<file path="src/design/ocd_regs.svh">
`ifndef OCD_REGS_SVH
`define OCD_REGS_SVH

// Register indices; byte address is four times the index
`define OCD_IDX_DRIVER 14'h0707
`define OCD_IDX_DIVIDE 14'h070C
`define OCD_IDX_WIDTH 14'h0710
`define OCD_IDX_STATUS 14'h0711

// Reset values
`define OCD_RST_DRIVER 16'h0000
`define OCD_RST_DIVIDE 32'h00000002
`define OCD_RST_WIDTH 32'h00000002
`define OCD_RST_PAD_ONEHOT 8'h01

// Driver word field positions
`define OCD_PAD_MSB 14
`define OCD_PAD_LSB 12
`define OCD_BIAS_MSB 11
`define OCD_BIAS_LSB 8
`define OCD_LEVEL_MSB 7
`define OCD_LEVEL_LSB 4
`define OCD_CM_MSB 3
`define OCD_CM_LSB 0

// Field codes
`define OCD_BIAS_ON_CODE 4'h1
`define OCD_CM_DEFAULT 4'h0
`define OCD_MIN_WIDTH 32'h00000002

`endif

</file>
<file path="src/design/ocd_pkg.sv">
package ocd_pkg;

  // Settings handed to the analog driver
  typedef struct packed {
    logic [7:0] pad_regulator_select;
    logic bias_resistor_enable;
    logic [3:0] regulator_level;
    logic [3:0] common_mode_level;
  } ocd_drive_type;

  // One APB request
  typedef struct packed {
    logic psel;
    logic penable;
    logic pwrite;
    logic [15:0] paddr;
    logic [31:0] pwdata;
    logic [3:0] pstrb;
  } ocd_apb_req_type;

endpackage

</file>
<file path="src/design/ocd_divider.sv">
// Our own choice: the APB slave port.
`timescale 1ns/1ps
`include "ocd_regs.svh"
// Functional notes
// - Divide ratio sets output period in cycles
// - Ratio one forwards synthesizer clock unchanged
// - Pad regulator select decoded to eight codes
// - Bias resistor on only for code 0001
// - Regulator level field drives regulator code
// - Common mode field, ignored in CMOS
// - High time in half cycles from width
module ocd_divider
  import ocd_pkg::*;
#(
  parameter int CNT_W = 32
)(
  input wire logic clk,
  input wire logic rst_n,
  input wire ocd_apb_req_type apb_req,
  output logic pready,
  output logic [31:0] prdata,
  output logic pslverr,
  input wire logic cmos_format,
  output ocd_drive_type drive_settings,
  output logic clock_out_positive,
  output logic clock_out_negative
);

  // Elaboration check on the counter width
  if (CNT_W < 2 || CNT_W > 32)
  begin : g_bad_cnt_w
    $error("CNT_W must be 2..32");
  end

  localparam logic [15:0] ADDR_DRIVER = {`OCD_IDX_DRIVER, 2'b00};
  localparam logic [15:0] ADDR_DIVIDE = {`OCD_IDX_DIVIDE, 2'b00};
  localparam logic [15:0] ADDR_WIDTH = {`OCD_IDX_WIDTH, 2'b00};
  localparam logic [15:0] ADDR_STATUS = {`OCD_IDX_STATUS, 2'b00};

  // Byte-lane merge of a write
  function automatic logic [31:0] merge(input logic [31:0] old, input logic [31:0] wd,
                                        input logic [3:0] strb);
    logic [31:0] r;
    r = old;
    for (int i = 0; i < 4; i++)
    begin
      if (strb[i]) r[i*8 +: 8] = wd[i*8 +: 8];
    end
    return r;
  endfunction

  // Clamp width into 2 .. 2*div-1 half cycles
  function automatic logic [32:0] clamp_width(input logic [31:0] div, input logic [31:0] w);
    logic [32:0] hi;
    hi = {div, 1'b0} - 33'h000000001;
    if (w < `OCD_MIN_WIDTH) return {1'b0, `OCD_MIN_WIDTH};
    if ({1'b0, w} > hi) return hi;
    return {1'b0, w};
  endfunction

  logic [15:0] driver_analog_settings_reg, driver_analog_settings_next;
  logic [31:0] clock_divide_ratio_reg, clock_divide_ratio_next;
  logic [31:0] pulse_width_reg, pulse_width_next;
  logic access;
  logic mapped;

  // Divider state: ratio and width latched per period
  logic [CNT_W-1:0] cnt_reg, cnt_next;
  logic [31:0] act_div_reg, act_div_next;
  logic [33-1:0] act_wid_reg, act_wid_next;
  logic bypass_reg, bypass_next;
  logic full_reg, full_next;
  logic half_reg, half_next;
  logic boundary;

  // Output halves: one flop per clock edge, output is their XOR
  logic rise_half_reg, rise_half_next;
  logic fall_half_reg, fall_half_next;

  // Zero-wait APB slave decode
  assign access = apb_req.psel && apb_req.penable;
  assign pready = 1'b1;
  always_comb
  begin
    mapped = 1'b1;
    prdata = 32'h00000000;
    unique case (apb_req.paddr)
      ADDR_DRIVER: prdata = {16'h0000, driver_analog_settings_reg};
      ADDR_DIVIDE: prdata = clock_divide_ratio_reg;
      ADDR_WIDTH: prdata = pulse_width_reg;
      ADDR_STATUS: prdata = {30'h00000000, bypass_reg, clock_out_positive};
      default: mapped = 1'b0;
    endcase
  end
  assign pslverr = access && !mapped;

  // Register writes
  always_comb
  begin
    driver_analog_settings_next = driver_analog_settings_reg;
    clock_divide_ratio_next = clock_divide_ratio_reg;
    pulse_width_next = pulse_width_reg;
    if (access && apb_req.pwrite)
    begin
      if (apb_req.paddr == ADDR_DRIVER)
        driver_analog_settings_next = 16'(merge({16'h0000, driver_analog_settings_reg},
                                                apb_req.pwdata, apb_req.pstrb) & 32'h00007FFF);
      if (apb_req.paddr == ADDR_DIVIDE)
        clock_divide_ratio_next = merge(clock_divide_ratio_reg, apb_req.pwdata, apb_req.pstrb);
      if (apb_req.paddr == ADDR_WIDTH)
        pulse_width_next = merge(pulse_width_reg, apb_req.pwdata, apb_req.pstrb);
    end
  end

  always_ff @(posedge clk or negedge rst_n)
  begin
    if (!rst_n)
    begin
      driver_analog_settings_reg <= `OCD_RST_DRIVER;
      clock_divide_ratio_reg <= `OCD_RST_DIVIDE;
      pulse_width_reg <= `OCD_RST_WIDTH;
    end
    else
    begin
      driver_analog_settings_reg <= driver_analog_settings_next;
      clock_divide_ratio_reg <= clock_divide_ratio_next;
      pulse_width_reg <= pulse_width_next;
    end
  end

  // Driver settings decode
  ocd_drive_type drive_next;
  always_comb
  begin
    drive_next.pad_regulator_select = 8'h01 <<
      driver_analog_settings_reg[`OCD_PAD_MSB:`OCD_PAD_LSB];
    drive_next.bias_resistor_enable =
      driver_analog_settings_reg[`OCD_BIAS_MSB:`OCD_BIAS_LSB] == `OCD_BIAS_ON_CODE;
    drive_next.regulator_level =
      driver_analog_settings_reg[`OCD_LEVEL_MSB:`OCD_LEVEL_LSB];
    drive_next.common_mode_level = cmos_format ? `OCD_CM_DEFAULT :
      driver_analog_settings_reg[`OCD_CM_MSB:`OCD_CM_LSB];
  end

  always_ff @(posedge clk or negedge rst_n)
  begin
    if (!rst_n) drive_settings <= '{`OCD_RST_PAD_ONEHOT, 1'b0, 4'h0, 4'h0};
    else drive_settings <= drive_next;
  end

  // Period boundary: last cycle of a period, or every cycle in bypass
  assign boundary = bypass_reg || (32'(cnt_reg) >= act_div_reg - 32'h1);

  always_comb
  begin
    cnt_next = cnt_reg + CNT_W'(1);
    act_div_next = act_div_reg;
    act_wid_next = act_wid_reg;
    if (boundary)
    begin
      cnt_next = '0;
      act_div_next = clock_divide_ratio_reg;
      act_wid_next = clamp_width(clock_divide_ratio_reg, pulse_width_reg);
    end
    bypass_next = act_div_next <= 32'h1;
    full_next = 33'(cnt_next) < (act_wid_next >> 1);
    half_next = act_wid_next[0] && (33'(cnt_next) == (act_wid_next >> 1));
  end

  always_ff @(posedge clk or negedge rst_n)
  begin
    if (!rst_n)
    begin
      cnt_reg <= '0;
      act_div_reg <= `OCD_RST_DIVIDE;
      act_wid_reg <= {1'b0, `OCD_RST_WIDTH};
      bypass_reg <= 1'b0;
      full_reg <= 1'b1;
      half_reg <= 1'b0;
    end
    else
    begin
      cnt_reg <= cnt_next;
      act_div_reg <= act_div_next;
      act_wid_reg <= act_wid_next;
      bypass_reg <= bypass_next;
      full_reg <= full_next;
      half_reg <= half_next;
    end
  end

  // First-half level set at the rising edge, second-half level at the falling edge;
  // the clock never passes through gates, so no zero-width pulse at a half-cycle end
  always_comb
  begin
    rise_half_next = (full_next || half_next || bypass_next) ^ fall_half_reg;
    fall_half_next = (full_reg && !bypass_reg) ^ rise_half_reg;
  end

  always_ff @(posedge clk or negedge rst_n)
  begin
    if (!rst_n) rise_half_reg <= 1'b1;
    else rise_half_reg <= rise_half_next;
  end

  // Second half of each cycle, taken on the falling edge
  always_ff @(negedge clk or negedge rst_n)
  begin
    if (!rst_n) fall_half_reg <= 1'b0;
    else fall_half_reg <= fall_half_next;
  end

  // Output: full cycles plus optional half, or the plain clock in bypass
  assign clock_out_positive = rise_half_reg ^ fall_half_reg;
  assign clock_out_negative = ~clock_out_positive;
endmodule // ocd_divider

</file>
<file path="config.mk">
export PLATFORM = sky130hd
export DESIGN_NAME = ocd_divider
export DESIGN_NICKNAME = d
export VERILOG_FILES = /design/src/design/ocd_pkg.sv /design/src/design/ocd_divider.sv
export VERILOG_INCLUDE_DIRS = /design/src /design/src/design
export SDC_FILE = /design/constraint.sdc
export NUM_CORES = 1
export LEC_CHECK = 0
export CORE_MARGIN = 2
export CORE_UTILIZATION = 40
export DETAILED_ROUTE_END_ITERATION = 12
export DONT_BUFFER_PORTS = 1
export HOLD_SLACK_MARGIN = 0.1
export PLACE_DENSITY = 0.66
export REMOVE_ABC_BUFFERS = 1
export SYNTH_ARGS = -nofsm -noshare
export SYNTH_HDL_FRONTEND = slang
export SYNTH_SLANG_ARGS = --single-unit
</file>
<file path="constraint.sdc">
create_clock -name clk -period 9.1 [get_ports clk]
set_input_delay 1.82 -clock clk [delete_from_list [all_inputs] [get_ports clk]]
set_output_delay 1.82 -clock clk [all_outputs]
set_load 0.05 [all_outputs]
</file>
==> After elaboration in Yosys (flattened, before gate mapping) <==
Cells that the tools add are included.
Widths: inputs -> output; s select.
{ "word_totals": {"register_bits": 197, "word_cells": 76, "romBits": 0, "latchBits": 0, "mem_bits_rw": 0, "memories": 0} }
{ "classes": {"order_cmp": 5, "mux": 15, "addsub": 3, "n_shift": 1, "n_eq_ne": 6, "n_div": 0, "bitwise_logic": 4, "n_reduce_logical": 21, "n_mul": 0} }
{ "ops": {"columns": ["cell", "n"], "rows": [
  ["$mux 33", 5],
  ["$pmux 32 s4", 1],
  ["$eq 16x13->1 const B", 4],
  ["$mux 32", 2],
  ["$gt 32x33->1", 1],
  ["$sub 33x1->33 const B", 1],
  ["$add 32x1->32 const B", 1],
  ["$eq 32x32->1", 1],
  ["$ge 32x32->1", 1],
  ["$le 32x1->1 const B", 1],
  ["$lt 32x2->1 const B", 1],
  ["$lt 32x32->1", 1],
  ["$sub 32x1->32 const B", 1],
  ["$reduce_and 3->1", 10],
  ["$shl 1x3->8 const A", 1],
  ["$mux 1", 6],
  ["$logic_and 1x1->1", 5],
  ["$eq 4x1->1 const B", 1],
  ["$mux 4", 1],
  ["$reduce_or 4->1", 1],
  ["$logic_or 1x1->1", 3],
  ["$xor 1x1->1", 3],
  ["$logic_not 1->1", 2],
  ["$not 1->1", 1]
]} }

==> Logic depth before layout (Yosys ltp) <==
Gate-level depths: netlist of the first run.
{ "logic_depth": {"ltp_word": 14, "mapped_depth": 30, "ltp_nobuf": 28} }

==> metrics.txt, run 1 <==
status finished clean; Yosys Warn Count 0; vias in the first global route 8782; max reg flops 33; Final Non-Filler Cells 1587; CTS max path bufs 2; Post-synth EDFFs 0; Top delay family on crit path flip-flops; cells along the critical path xor2_1, buf_4, a22oi_1, nand2_1; number of I/O pins 111; share of layout cells above drive strength 1 12.9%; Final nets 1340; setup TNS 0 ns; HP Class reg -> reg; post-synthesis register bit count 197; Int Power 1.68 mW; DRT Pass-1 Iters 5; worst path arrival time 6.28 ns; register area 4940 sq um; Worst-path clk slew 0.07 ns; hpwl dp 22300 um; initial antenna violation count 0; Sink Count 197; hold path depth 0; CP required 7.28 ns; Initial Util 40.4%; Root Driver clkbuf_16; Crit Path Max Fanout 3; cell with the most instances after synthesis dfrtp_1; pwr/cell area 192 nW/um^2; CORE AREA 29400 sq um; Port-buffer cells 0; GRT Residual Overflow 0; Synth-to-Final Area Change 8.34%; Inserted Diodes 0; largest net degree at the start of global routing 198; Skew-Pair Late Insertion Delay 0.44 ns; ys async rst share 100%; Crit Path Category reg -> out; filler instances 2820; Psw 0.800 mW; initial DRC count 550; clock network power share 32.6%; placed insts 1555; Fin. Hold Viols 0; total chip power 2.48 mW; Die Y 176 um; RD Place Congestion 0.863; Post-Syn Area 11900 sq um; Synth top area share 39.8%; register area share after synthesis 41.6%; Post CTS Setup Buffer Count 0; routed vias 8889; most used flip-flop cell after synthesis dfrtp_1; CTS Hold Bufs 0; # rows 63; Post-synth top cells dfrtp_1, nand2_1, ha_1, mux2_2, inv_1; Setup violations, final 0; average instance area after synthesis 9.84 sq um; switch share 32.3%; area of the multi-input gates 6460 sq um; clock buffers created by TritonCTS 17; CP Capture Type primary output; die width 176 um; RSZ-0062 raised after global routing false; maximum vdd drop 0.000158 V; Die Footprint 31100 sq um; Post-Route WL 29400 um; Final Skew 0.0349 ns; Wirelength per Cell 18.5 um; number of distinct library cells after synthesis 71; via/cell ratio 5.60; r2r worst-path depth 28; Worst Max-Slew Pin Slew 1.24 ns; GRT Util Overall 19.4%; first-pass GRT wire length 47400 um; drc violations 0; relative slew slack 16.9%; htree depth 4; Crit path depth 4; cells after synthesis 1207; post_cts resized 0; Comb pwr share 28.3%; CTS tree yes; Leakage 6.36 nW; cell taking the most area after synthesis dfrtp_1; Crit path largest cell delay 0.44 ns; post-route ant nets 0; largest cells by area after synthesis dfrtp_1, ha_1, mux2_2, nand2_1, xor2_1; slowest CP cell dfrtn_1; Pins Over Slew Limit 0; CP startpoint kind register; sequential share of power 39.1%; max-cap violation count 0; Critical path buffers and inverters 1
[worst paths after layout]
path,startpoint,end,slack [ns]
worst max-delay path,fall_half_reg,prdata[0],1.0
worst min-delay path,driver_analog_settings_reg[7],drive_settings[7],0.41
worst max register to register,act_div_reg[7],rise_half_reg,1.84
worst min register to register,driver_analog_settings_reg[7],drive_settings[7],0.41
max in group asynchronous,rst_n,fall_half_reg,3.36
min in group asynchronous,rst_n,drive_settings[1],1.07
[cell families after synthesis]
family	synth area share, %
simple gates	17.1
mux	7.96
other cells	0.0316
compound gates	12.0
xor+xnor	6.56
buf+inv	4.36
fa+ha+maj	10.3
flops	41.6
[metal layers]
metal / share of wire [%] / GRT usage, % / up-vias / routed length (um)
met3: 4.8 / 3.75 / 53 / 1430
met1: 46 / 26.8 / 4343 / 13600
met4: 3.8 / 8.51 / 0 / 1110
met5: 0 / 0 / - / 0
li1: - / - / 4260 / -
met2: 45 / 29.8 / 233 / 13300
[power groups by stage]
stage | sequential, mW | clock, mW | combinational [mW]
after floorplan | 0.969 | 0 | 0.521
after global placement | 0.984 | 0 | 0.677
after detailed placement | 0.986 | 0 | 0.693
after CTS | 0.970 | 0.816 | 0.700
after global routing | 0.975 | 0.847 | 0.775
final | 0.969 | 0.807 | 0.699
[placed cells by master, fill, tap and decap left out, drive strengths merged, types with 7 or more instances in the layout]
cell type and n:
a21o 10, a21oi 28, a222oi 13, a22o 17
and3 24, buf 9, clkbuf 24, dfrtp 189
dfstp 7, ha 98, inv 78, mux2 83
nand2 137, nand3 21, nand4 26, nor2 75
nor2b 8, nor3 36, nor4 25, o21a 29
o21ai 82, or3 15, xnor2 43, xor2 46
[metrics by stage]
stage	instance area [sq um]	hold slack (ns)	utilization, %	worst slack [ns]
final	12900	0.409	43.8	0.998
after global routing	12900	0.428	43.8	0.914
after CTS	12900	0.404	43.8	0.975
after detailed placement	12200	0.390	41.6	1.42
after global placement	12200	0.388	41.6	1.43
after floorplan	11600	0.371	-	0.670
[cell type report]
cell class / instances / area share (%)
multi-input cells: 881 / 50.2
clock buffers: 24 / 3.67
inverters: 78 / 2.28
flip-flops and latches: 197 / 38.4
well taps: 390 / 3.79
clock inverters: 8 / 1.16
repair buffers: 9 / 0.525
(Power assumes the default switching activity.)
==> inputs of run 2 (changes only) <==
--- a/config.mk
+++ b/config.mk
@@ -8,6 +8,7 @@
 export LEC_CHECK = 0
 export CORE_MARGIN = 2
 export CORE_UTILIZATION = 40
+export CTS_BUF_LIST = sky130_fd_sc_hd__clkbuf_4 sky130_fd_sc_hd__clkbuf_8
 export DETAILED_ROUTE_END_ITERATION = 12
 export DONT_BUFFER_PORTS = 1
 export HOLD_SLACK_MARGIN = 0.1
==> run 2 against run 1 <==
Against the previous run: sequential share of layout area increased by 0.52 points; cell area decreased by 1.3%; clock power decreased by 21%; largest cell class unchanged; setup slack got worse by 0.012 ns; sequential cell count unchanged; non-clock buffer count unchanged; sequential power about the same; highest routed layer unchanged; final cell count unchanged; clock-buffer cell count unchanged; largest power group unchanged; critical path depth unchanged; core utilization decreased by 0.59 points; first-iteration DRC count increased by 1.5%; critical path type unchanged.
==> metrics.txt, run 2 (synthesis gave the netlist of run 1 again) <==
status finished clean (unchanged); CP required 7.28 ns (about the same); post-route ant nets 0 (unchanged); Post CTS Setup Buffer Count 0 (unchanged); RSZ-0062 raised after global routing false (unchanged); relative slew slack 18.1% (was 16.9%); CP Capture Type primary output (unchanged); Worst Max-Slew Pin Slew 1.22 ns (was 1.24 ns); maximum vdd drop 0.000108 V (was 0.000158 V); sequential share of power 42.1% (was 39.1%); Die Footprint 31100 sq um (unchanged); commonest non-fill, non-tap cell in the layout dfrtp_1 (unchanged); Wirelength per Cell 18.4 um (was 18.5 um); final worst slack 0.987 ns (was 0.998 ns); HP Class reg -> reg (unchanged); Sink Count 197 (unchanged); GRT busiest layer met2 (unchanged); GRT Residual Overflow 0 (unchanged); initial DRC count 558 (was 550); via/cell ratio 5.58 (was 5.60); CORE AREA 29400 sq um (unchanged); Comb pwr share 30.3% (was 28.3%); commonest non-fill, non-tap cells in the layout dfrtp_1, nand2_1, ha_1, mux2_2, inv_1 (unchanged); Crit Path Max Fanout 3 (unchanged); htree depth 4 (unchanged); Die Y 176 um (unchanged); Critical path buffers and inverters 1 (unchanged); post_cts resized 0 (unchanged); pwr/cell area 181 nW/um^2 (was 192 nW/um^2); Skew-Pair Late Insertion Delay 0.48 ns (was 0.44 ns); slowest CP cell dfrtn_1 (unchanged); CTS tree yes (unchanged); number of I/O pins 111 (unchanged); die width 176 um (unchanged); Crit path largest cell delay 0.45 ns (was 0.44 ns); Post-Place Setup Slack 1.42 ns (unchanged); worst path arrival time 6.29 ns (was 6.28 ns); hpwl dp 22300 um (unchanged); Final Non-Filler Cells 1587 (unchanged); share of layout cells above drive strength 1 13.4% (was 12.9%); Final Skew 0.0600 ns (was 0.0349 ns); M2 GR Usage 30.2% (was 29.8%); Synth-to-Final Area Change 6.88% (was 8.34%); Fin. Hold Viols 0 (unchanged); Int Power 1.53 mW (was 1.68 mW); Final nets 1340 (unchanged); RD Place Congestion 0.863 (unchanged); DRT Pass-1 Iters 5 (unchanged); switch share 33.6% (was 32.3%); clock network power share 27.6% (was 32.6%); initial antenna violation count 0 (unchanged); grt met3 use 3.62% (was 3.75%); # rows 63 (unchanged); GRT Util Overall 19.4% (about the same); Top delay family on crit path flip-flops (unchanged); CP startpoint kind register (unchanged); vias in the first global route 8751 (was 8782); Psw 0.772 mW (was 0.800 mW); Leakage 6.29 nW (was 6.36 nW); filler instances 2851 (was 2820); Worst-path clk slew 0.09 ns (was 0.07 ns); CTS max path bufs 2 (unchanged); first-pass GRT wire length 47400 um (about the same); Setup violations, final 0 (unchanged); internal reg-to-reg setup slack 1.85 ns (was 1.84 ns); Pins Over Slew Limit 0 (unchanged); Initial Util 40.4% (unchanged); Post-Route WL 29200 um (was 29400 um); max reg flops 33 (unchanged); met1 capacity usage during global routing 27.1% (was 26.8%); CTS Hold Bufs 0 (unchanged); drc violations 0 (unchanged); placed insts 1555 (unchanged); Root Driver clkbuf_8 (was clkbuf_16); largest net degree at the start of global routing 198 (unchanged); routed vias 8848 (was 8889); clock buffers created by TritonCTS 17 (unchanged); setup TNS 0 ns (unchanged); Inserted Diodes 0 (unchanged); Crit Path Category reg -> out (unchanged); Port-buffer cells 0 (unchanged); cells along the critical path xor2_1, buf_4, a22oi_1, nand2_1 (unchanged); max-cap violation count 0 (unchanged)
run 2: layout make-up:
| type | count | area (sq um) | share of cell area [%] |
|---|---|---|---|
| well taps | 390 | 488 | 3.85 |
| repair buffers | 9 | 67.6 | 0.532 |
| clock buffers | 24 | 299 | 2.36 |
| flip-flops and latches | 197 | 4940 | 38.9 |
| multi-input cells | 881 | 6460 | 50.9 |
| inverters | 78 | 293 | 2.31 |
| clock inverters | 8 | 149 | 1.17 |
run 2: worst reg2reg max path: cells and delay by family (launching register included):
family,cells,cell delay [ns]
adder cells (fa/ha/maj),2,0.58
XOR/XNOR,2,0.35
flip-flops,1,0.44
AO/OA/AOI/OAI,11,2.22
AND/OR/NAND/NOR,11,3.18
buffers and inverters,2,0.42
run 2: stage by stage:
| stage | utilization, % | power (mW) | cell area (sq um) | hold slack [ns] |
|---|---|---|---|---|
| after floorplan | - | 1.49 | 11600 | 0.371 |
| final | 43.2 | 2.30 | 12700 | 0.417 |
| after global routing | 43.2 | 2.43 | 12700 | 0.435 |
| after global placement | 41.6 | 1.66 | 12200 | 0.388 |
| after CTS | 43.2 | 2.31 | 12700 | 0.409 |
| after detailed placement | 41.6 | 1.68 | 12200 | 0.390 |
run 2: final timing paths:
check | start | endpoint | depth (start not counted)
min reg2reg | driver_analog_settings_reg[7] | drive_settings[7] | 0
max reg2reg | act_div_reg[7] | rise_half_reg | 28
max in group asynchronous | rst_n | fall_half_reg | 0
min | driver_analog_settings_reg[7] | drive_settings[7] | 0
min in group asynchronous | rst_n | drive_settings[1] | 0
max | fall_half_reg | prdata[0] | 4
run 2: power by group through the flow:
stage	Sequential (mW)	Clock, mW	Combinational (mW)
after CTS	0.969	0.648	0.697
after global routing	0.975	0.681	0.778
final	0.968	0.634	0.697
after global placement	0.984	0	0.677
after floorplan	0.969	0	0.521
after detailed placement	0.986	0	0.693
run 2: metal layers:
layer  vias up  part of all wire [%]
met5         -                     0
met4         0                   2.5
met3        43                   4.3
met2       219                    46
met1      4329                    47
li1       4257                     -
